<file path="src/verilog/fisr_pkg.sv">
// Package: register map and field positions for fault event and sense regs
package fisr_pkg;
  localparam logic [7:0] EVENT_LATCH_THREE_ADDR = 8'h03;
  localparam logic [7:0] LIVE_CONDITION_ONE_ADDR = 8'h04;
  localparam logic [7:0] EVENT_LATCH_THREE_RST = 8'h00;
  localparam logic [7:0] LIVE_CONDITION_ONE_RST = 8'h00;
  // Event register three bit positions
  localparam int EV_TIMEOUT = 0;
  localparam int EV_INDICATOR = 1;
  localparam int EV_PIN_TWO = 2;
  localparam int EV_PIN_ONE = 3;
  localparam int EV_TEMP_WARN = 4;
  localparam int EV_THERM_SHDN = 5;
  localparam int EV_AMP_OT = 6;
  localparam int EV_BROWNOUT = 7;
  // Live condition register one bit positions
  localparam int LC_CLOCK_INV = 1;
  localparam int LC_BUCK_LIM = 2;
  localparam int LC_REG_LIM = 3;
  localparam int LC_BOOST_OV = 4;
  localparam int LC_BOOST_LIM = 5;
  localparam int LC_BOOST_GOOD = 6;
  localparam int LC_AMP_OC = 7;
endpackage : fisr_pkg

</file>
<file path="src/verilog/fisr_edge.sv">
// Edge detector bank: per-bit rising and falling event pulses
`timescale 1ns/1ps
module fisr_edge (
  // Clock and reset
  input wire logic clk,
  input wire logic rst,
  // Levels and events
  input wire logic [7:0] level,
  output logic [7:0] rise,
  output logic [7:0] fall
);
  logic [7:0] prev_q;
  logic [7:0] prev_d;

  always_comb begin
    prev_d = level;
  end

  always_ff @(posedge clk or posedge rst) begin
    if (rst) begin
      prev_q <= 8'h00;
    end else begin
      prev_q <= prev_d;
    end
  end

  assign rise = level & ~prev_q;
  assign fall = ~level & prev_q;
endmodule : fisr_edge

</file>
<file path="src/verilog/fisr_top.sv">
// Third event latch register, first live sense register and interrupt pin
//
// Function
// Unmasked set event bit drives interrupt low
// Indicator fault event on either sense edge
// Pin events on both edges, input mode only
// Amp over-temperature event on both edges
// Buck limit sense one while reached
// Regulator limit sense one while reached
// Boost good sense one when on target
// Sense register read-only, live, zero after reset
// Buck limit event on either sense edge
// Boost good event on rising edge only
// Reading event register returns then clears it
`timescale 1ns/1ps
module fisr_top
  import fisr_pkg::*;
(
  // Clock and reset
  input wire logic MCLK,
  input wire logic SYS_RST,
  // Register read port
  input wire logic [7:0] REG_ADDR,
  input wire logic REG_RD,
  output logic [7:0] REG_RDATA,
  // Live conditions from analog and pin logic
  input wire logic TIMEOUT_SENSE,
  input wire logic INDICATOR_FAULT_SENSE,
  input wire logic PIN_ONE_SENSE,
  input wire logic PIN_TWO_SENSE,
  input wire logic PIN_ONE_IS_INPUT,
  input wire logic PIN_TWO_IS_INPUT,
  input wire logic TEMP_WARNING_SENSE,
  input wire logic THERMAL_SHUTDOWN_SENSE,
  input wire logic AMP_OVERTEMP_SENSE,
  input wire logic BUCK_BROWNOUT_SENSE,
  input wire logic CLOCK_INVALID_SENSE,
  input wire logic BUCK_LIMIT_SENSE,
  input wire logic REGULATOR_LIMIT_SENSE,
  input wire logic BOOST_OV_SENSE,
  input wire logic BOOST_LIMIT_SENSE,
  input wire logic BOOST_GOOD_SENSE,
  input wire logic AMP_OVERCURRENT_SENSE,
  // Mask for event register three, one masks the bit
  input wire logic [7:0] EVENT_MASK_THREE,
  // Event outputs toward the first event register
  output logic BUCK_LIMIT_EVENT,
  output logic BOOST_GOOD_EVENT,
  // Interrupt pin, active low
  output logic IRQ_OUT_N
);

  ////////////////////////////////////////////////////////////////////////////
  logic [7:0] sense_q;
  logic [7:0] sense_d;
  logic [7:0] latch_q;
  logic [7:0] latch_d;
  logic [7:0] rdata_q;
  logic [7:0] rdata_d;
  logic irq_n_q;
  logic irq_n_d;
  logic buck_ev_q;
  logic buck_ev_d;
  logic boost_ev_q;
  logic boost_ev_d;
  logic [7:0] ev_level;
  logic [7:0] ev_rise;
  logic [7:0] ev_fall;
  logic [7:0] lc_rise;
  logic [7:0] lc_fall;
  logic [7:0] ev_set;
  logic rd_latch;
  logic rd_sense;

  ////////////////////////////////////////////////////////////////////////////
  // Helpers
  // Read strobe aimed at one register
  function automatic logic addr_hit(
    input logic rd,
    input logic [7:0] addr,
    input logic [7:0] target
  );
    addr_hit = rd && (addr == target);
  endfunction : addr_hit

  // Either edge of one bit of a detector bank
  function automatic logic any_edge(
    input logic [7:0] rise,
    input logic [7:0] fall,
    input int idx
  );
    any_edge = rise[idx] | fall[idx];
  endfunction : any_edge

  ////////////////////////////////////////////////////////////////////////////
  // Live sense register capture
  always_comb begin
    sense_d = 8'h00;
    sense_d[LC_CLOCK_INV] = CLOCK_INVALID_SENSE;
    sense_d[LC_BUCK_LIM] = BUCK_LIMIT_SENSE;
    sense_d[LC_REG_LIM] = REGULATOR_LIMIT_SENSE;
    sense_d[LC_BOOST_OV] = BOOST_OV_SENSE;
    sense_d[LC_BOOST_LIM] = BOOST_LIMIT_SENSE;
    sense_d[LC_BOOST_GOOD] = BOOST_GOOD_SENSE;
    sense_d[LC_AMP_OC] = AMP_OVERCURRENT_SENSE;
  end

  always_ff @(posedge MCLK or posedge SYS_RST) begin
    if (SYS_RST) begin
      sense_q <= LIVE_CONDITION_ONE_RST;
    end else begin
      sense_q <= sense_d;
    end
  end

  ////////////////////////////////////////////////////////////////////////////
  // Edge detection on event levels and on sense bits
  always_comb begin
    ev_level = 8'h00;
    ev_level[EV_TIMEOUT] = TIMEOUT_SENSE;
    ev_level[EV_INDICATOR] = INDICATOR_FAULT_SENSE;
    ev_level[EV_PIN_TWO] = PIN_TWO_SENSE;
    ev_level[EV_PIN_ONE] = PIN_ONE_SENSE;
    ev_level[EV_TEMP_WARN] = TEMP_WARNING_SENSE;
    ev_level[EV_THERM_SHDN] = THERMAL_SHUTDOWN_SENSE;
    ev_level[EV_AMP_OT] = AMP_OVERTEMP_SENSE;
    ev_level[EV_BROWNOUT] = BUCK_BROWNOUT_SENSE;
  end

  fisr_edge u_ev_edge (
    .clk(MCLK),
    .rst(SYS_RST),
    .level(ev_level),
    .rise(ev_rise),
    .fall(ev_fall)
  );

  fisr_edge u_lc_edge (
    .clk(MCLK),
    .rst(SYS_RST),
    .level(sense_q),
    .rise(lc_rise),
    .fall(lc_fall)
  );

  always_comb begin
    ev_set = ev_rise | ev_fall;
    ev_set[EV_TIMEOUT] = ev_rise[EV_TIMEOUT];
    ev_set[EV_INDICATOR] = any_edge(ev_rise, ev_fall, EV_INDICATOR);
    ev_set[EV_PIN_ONE] = PIN_ONE_IS_INPUT
      & any_edge(ev_rise, ev_fall, EV_PIN_ONE);
    ev_set[EV_PIN_TWO] = PIN_TWO_IS_INPUT
      & any_edge(ev_rise, ev_fall, EV_PIN_TWO);
    ev_set[EV_AMP_OT] = any_edge(ev_rise, ev_fall, EV_AMP_OT);
  end

  ////////////////////////////////////////////////////////////////////////////
  // Register read, latch and clear
  assign rd_latch = addr_hit(REG_RD, REG_ADDR, EVENT_LATCH_THREE_ADDR);
  assign rd_sense = addr_hit(REG_RD, REG_ADDR, LIVE_CONDITION_ONE_ADDR);

  // Read data holds the last value returned
  always_comb begin
    rdata_d = rdata_q;
    if (rd_latch) begin
      rdata_d = latch_q;
    end else if (rd_sense) begin
      rdata_d = sense_q;
    end else if (REG_RD) begin
      rdata_d = 8'h00;
    end
  end

  always_ff @(posedge MCLK or posedge SYS_RST) begin
    if (SYS_RST) begin
      rdata_q <= 8'h00;
    end else begin
      rdata_q <= rdata_d;
    end
  end

  ////////////////////////////////////////////////////////////////////////////
  // Event latch; new events win over the read clear
  always_comb begin
    if (rd_latch) begin
      latch_d = ev_set;
    end else begin
      latch_d = latch_q | ev_set;
    end
  end

  always_ff @(posedge MCLK or posedge SYS_RST) begin
    if (SYS_RST) begin
      latch_q <= EVENT_LATCH_THREE_RST;
    end else begin
      latch_q <= latch_d;
    end
  end

  ////////////////////////////////////////////////////////////////////////////
  // Interrupt pin follows the next latch value
  always_comb begin
    irq_n_d = ~|(latch_d & ~EVENT_MASK_THREE);
  end

  always_ff @(posedge MCLK or posedge SYS_RST) begin
    if (SYS_RST) begin
      irq_n_q <= 1'h1;
    end else begin
      irq_n_q <= irq_n_d;
    end
  end

  ////////////////////////////////////////////////////////////////////////////
  // Pulses toward the first event register
  always_comb begin
    buck_ev_d = any_edge(lc_rise, lc_fall, LC_BUCK_LIM);
    boost_ev_d = lc_rise[LC_BOOST_GOOD];
  end

  always_ff @(posedge MCLK or posedge SYS_RST) begin
    if (SYS_RST) begin
      buck_ev_q <= 1'h0;
      boost_ev_q <= 1'h0;
    end else begin
      buck_ev_q <= buck_ev_d;
      boost_ev_q <= boost_ev_d;
    end
  end

  assign REG_RDATA = rdata_q;
  assign IRQ_OUT_N = irq_n_q;
  assign BUCK_LIMIT_EVENT = buck_ev_q;
  assign BOOST_GOOD_EVENT = boost_ev_q;
endmodule : fisr_top

</file>
<file path="config.mk">
export PLATFORM = sky130hd
export DESIGN_NAME = fisr_top
export DESIGN_NICKNAME = d
export VERILOG_FILES = /design/src/verilog/fisr_pkg.sv /design/src/verilog/fisr_edge.sv /design/src/verilog/fisr_top.sv
export SDC_FILE = /design/constraint.sdc
export NUM_CORES = 1
export LEC_CHECK = 0
export BUFFER_PORTS_ARGS = -buffer_cell sky130_fd_sc_hd__buf_2
export CAP_MARGIN = 20
export CORE_UTILIZATION = 44
export CTS_CLUSTER_SIZE = 12
export DETAILED_ROUTE_END_ITERATION = 8
export MAX_ROUTING_LAYER = met4
export PLACE_DENSITY = 0.74
export SLEW_MARGIN = 20
export SYNTH_ARGS = -nofsm -noshare
export SYNTH_HDL_FRONTEND = slang
export SYNTH_SLANG_ARGS = --single-unit
</file>
<file path="constraint.sdc">
create_clock -name MCLK -period 1.71 [get_ports MCLK]
set_input_delay 0.342 -clock MCLK [delete_from_list [all_inputs] [get_ports MCLK]]
set_output_delay 0.342 -clock MCLK [all_outputs]
set_load 0.02 [all_outputs]
</file>
# Word-level counts from Yosys, hierarchy flattened
# Index checks and enable logic that the tools add are counted.
# totals
output_inout_bits	11
in_bits	36
ff_bits	40
elab_cells	38
# classes
n_reduce_logical	5
eq_ne	2
n_mux	4
bitwise	19
# op_table
cell	count
$mux W8	4
$and A8 B8 Y8	3
$not A8 Y8	3
$or A8 B8 Y8	2
$eq A8 B2 Y1 const B	1
$eq A8 B3 Y1 const B	1
$reduce_or A8 Y1	1
$and A7 B7 Y7	1
$not A7 Y7	1
$or A1 B1 Y1	5
$and A3 B3 Y3	1
$not A3 Y3	1
$reduce_bool A3 Y1	1
$and A1 B1 Y1	2
$logic_and A1 B1 Y1	2
$logic_not A1 Y1	1

# Longest topological paths before layout
# depth
ltp_word	9
ltp_mapped	6
mapped_depth_nobuf	5

# Hierarchy
# Synthesis repeated with hierarchy kept, for this count alone.
# unflattened
hier_cells	154
area_unflattened_um2	1755.4
# modules_own_cells
mod	seq_area_each_um2	cells_each	area_each_um2	n_inst
fisr_top	651.9	104	1067.3	1
fisr_edge	200.2	25	344.1	2

# Worst setup path before layout
# No wires, ideal clock.
# synth_timing
path_kind	register -> register
from	register u_ev_edge.prev_q[1]
to	register irq_n_q, in the netlist IRQ_OUT_N
arrival_ps	1564
path_buffers	0
setup_slack_ps	47
setup_ps	99
synth_period_minus_slack_ps	1663
path_stages_with_launch	6
t_required_ps	1611
cell_sequence	dfrtp_1 -> xnor2_1 -> and2b_1 -> o22ai_1 -> or4_4 -> a2111oi_4
# synth_via
elab_chain_len	8
elab_cells_between_ends	9
cone_classes	mux: 1; bitwise: 6; reduce/logical: 2
# synth_lines
element	line_no	rtl
from (decl)	fisr_edge.sv:12	logic [7:0] prev_q;
from (signal assigned)	fisr_edge.sv:23	prev_q <= prev_d;
$not A8 Y8	fisr_edge.sv:27	assign rise = level & ~prev_q;
$and A8 B8 Y8	fisr_edge.sv:27	
$or A1 B1 Y1 (*)	fisr_top.sv:92	any_edge = rise[idx] | fall[idx];
$or A8 B8 Y8	fisr_top.sv:188	latch_d = latch_q | ev_set;
$mux W8 (*)	fisr_top.sv:185	if (rd_latch) begin
$and A8 B8 Y8 (*)	fisr_top.sv:203	irq_n_d = ~|(latch_d & ~EVENT_MASK_THREE);
$reduce_or A8 Y1 (*)	fisr_top.sv:203	
$logic_not A1 Y1 (*)	fisr_top.sv:203	
named net irq_n_d	fisr_top.sv:61	logic irq_n_d;
to (signal assigned)	fisr_top.sv:210	irq_n_q <= irq_n_d;
to (decl)	fisr_top.sv:60	logic irq_n_q;
# Mark *: on every way through the listed nets, which the timed path passes. The rest lies on a longest branch.
# A chain may end at the register's enable or synchronous reset.

# Worst setup path after layout
# layout_timing
from	register u_ev_edge.prev_q[6]
to	register irq_n_q, in the netlist IRQ_OUT_N
# Same word-level chain as after synthesis.

==> metrics <==
failing checks DRC; routability cong. 0.884; top area cells in the synthesized netlist dfrtp_1 (63%), a22oi_1 (3.8%), o21ai_1 (3.6%), inv_1 (3.3%), nand2_1 (3.3%); min-delay worst type in -> async; GR Util met3 8.48%; most common cell in the netlist dfrtp_1; CP Capture Type flip-flop; Final setup viols 0; DR WL/cell 12.2 µm; largest net degree at the start of global routing 37; Initial Util 48.1%; Worst-path clk slew 0.10 ns; met1 Use GR 23.8%; RSZ-0062 raised after global routing true; Slowest cell on crit path or4_4; period utilisation layout 99.3%; slew margin rel. 71.8%; grt total ovfl 0; DR vias 1085; Final min period 1.70 ns; Num CTS Buffers 5; antenna diode count 0; die area 3370 µm²; Async SR Flop Fraction 100%; top_reg_cell synth dfrtp_1; vias in the first global route 1036; Synth warnings 0; worst hold margin 0.0826 ns; worst flop-to-flop path startpoint u_ev_edge.prev_q[6]; peak supply drop 467 µV; drt total wl 2700 µm; Worst EP required 1.95 ns; Max Slew Vio Count 0; Hold Violations, Final 0; post-layout util 63.4%; Worst R2R End IRQ_OUT_N; Power Density 840 nW/µm²; post-synthesis cell area 1380 µm²; initial antenna violation count 0; Die Wd 58.1 µm; Startpoint Class flip-flop; r2r setup slk 0.01 ns; busiest grt layer met2; Mapped Cells 115; status finished, violations left; HPWL Detailed 2080 µm; layout cells sized above 1 39.1%; ANT nets after route 0; Setup CP Type reg -> reg; Num Clock Sinks 36; Core ar. 2880 µm²; Crit path max-delay family simple AND/OR/NAND/NOR gates; IO Count 47; number of flops mapped to enable cells by yosys 0; # Max-Cap Violations 0; M2 GR Usage 28.6%; area growth from synthesis to layout 31.9%; area leader, netlist dfrtp_1; leakage power 0.893 nW; CTS tree done; drt pass-1 iters 6; Post-CTS Setup Inserts 0; sequential-to-total area share from yosys stat 65.2%; nets 215; Max stage delay on crit path 0.49 ns; Worst Reg-to-Reg Cells 5; Die Span Y 58.1 µm; global-route wire length before repair 4520 µm; htree depth 2; CP Launch Point u_ev_edge.prev_q[6]; Row Count 19; Root Buffer clkbuf_4; Synth cell types 25; Clock Tree Buf Depth 2; Worst-Skew Late Latency 0.34 ns; Yosys reg bits 36; Buffers on Ports 46; Syn Area/Cell 12.0 µm²; share of the synthesized area in the top cell type 63.3%; maximum clock frequency 589 MHz; DR iter-0 viols 39; worst-path cell chain xnor2_1 -> and2b_1 -> o22ai_1 -> or4_4 -> a2111oi_4; peak fanout along the critical path 2; top cells by count, synth dfrtp_1 (35), inv_1 (12), nand2_1 (12), o21ai_1 (10), a22oi_1 (7); actual slew at the worst max-slew pin 0.423 ns; Critical Path AT 1.94 ns; drt drc 7; Post-Route Skew 0.00582 ns; WP buf/inv 0; Total GRT Usage 19.7%; syn nets 151; Via density 4.91
[layout make-up]
class	instances	area, µm²
Sequential cell	36	902
Multi-Input combinational cell	66	439
Fill cell	247	1050
Inverter	12	45.0
Clock buffer	7	65.1
Tap cell	42	52.6
Timing Repair Buffer	58	320
[flip-flops by register name, summed over array words and instances (netlist names)]
register	count
BUCK_LIMIT_EVENT	1
IRQ_OUT_N	1
u_ev_edge.prev_q	8
u_lc_edge.prev_q	2
sense_q	7
latch_q	8
REG_RDATA	8
BOOST_GOOD_EVENT	1
[per-layer routing]
metal | routed length (µm) | vias up
li1 | - | 518
met1 | 1180 | 514
met2 | 1230 | 49
met3 | 251 | 4
met4 | 36 | 0
met5 | 0 | -
[worst register-to-register path, cell delays in order, from the launching register on]
cell	delay, ns
dfrtp_1	0.40
xnor2_1	0.18
and2b_1	0.15
o22ai_1	0.07
or4_4	0.49
a2111oi_4	0.31
[report_power, final]
part | switching [mW] | internal, mW | total, mW | leakage, nW
combinational | 0.0761 | 0.0769 | 0.153 | 0.441
clock | 0.259 | 0.233 | 0.492 | 0.0374
sequential | 0.0109 | 0.877 | 0.887 | 0.415
total | 0.346 | 1.19 | 1.53 | 0.893
[timing repair]
action                     in CTS  in global routing
pin swaps                       2                  1
gates resized for setup         1                  0
hold buffers                    0                  0
setup endpoints to repair       1                  1
[logic make-up after synthesis]
family                    synth area share [%]
AOI/OAI and AO/OA                         14.1
xor gates and xnor gates                  5.07
buffers and inverters                     3.53
DFF                                       65.2
and+or+nand+nor                           12.0
[metrics by stage]
stage	cell area [µm²]	std cells	setup WS [ns]	total power [mW]	TNS, ns
2_1_floorplan	1380	115	0.0468	0.967	0
3_3_place_gp	1750	214	-0.0623	1.05	-0.0623
6_report	1820	221	0.0112	1.53	0
5_1_grt	1820	221	-0.0533	1.61	-0.0533
4_1_cts	1820	221	0.00763	1.55	0
3_5_place_dp	1750	214	-0.115	1.06	-0.115
[worst max-delay path by stage]
stage                endpoint  cells past startpoint  slack (ns)
detailed placement  IRQ_OUT_N                      6       -0.12
CTS                 IRQ_OUT_N                      5       0.008
global route        IRQ_OUT_N                      5       -0.05
floorplan           IRQ_OUT_N                      5        0.05
global placement    IRQ_OUT_N                      6       -0.06
finish              IRQ_OUT_N                      5        0.01
[layout by cell type (no fill, tap or decap), types with 2 or more instances in the layout]
| master | n |
|---|---|
| clkbuf_4 | 5 |
| buf_4 | 12 |
| nor2b_1 | 2 |
| a21oi_1 | 3 |
| clkbuf_8 | 2 |
| xor2_1 | 4 |
| o22ai_1 | 3 |
| nand2b_1 | 2 |
| a21o_1 | 2 |
| nor2_1 | 4 |
| a22oi_1 | 7 |
| nand3b_1 | 3 |
| dfrtp_1 | 35 |
| and2b_1 | 2 |
| o21ai_1 | 10 |
| inv_1 | 12 |
| buf_2 | 46 |
| xnor2_1 | 3 |
| nand2_1 | 12 |
(Power assumes the default switching activity.)
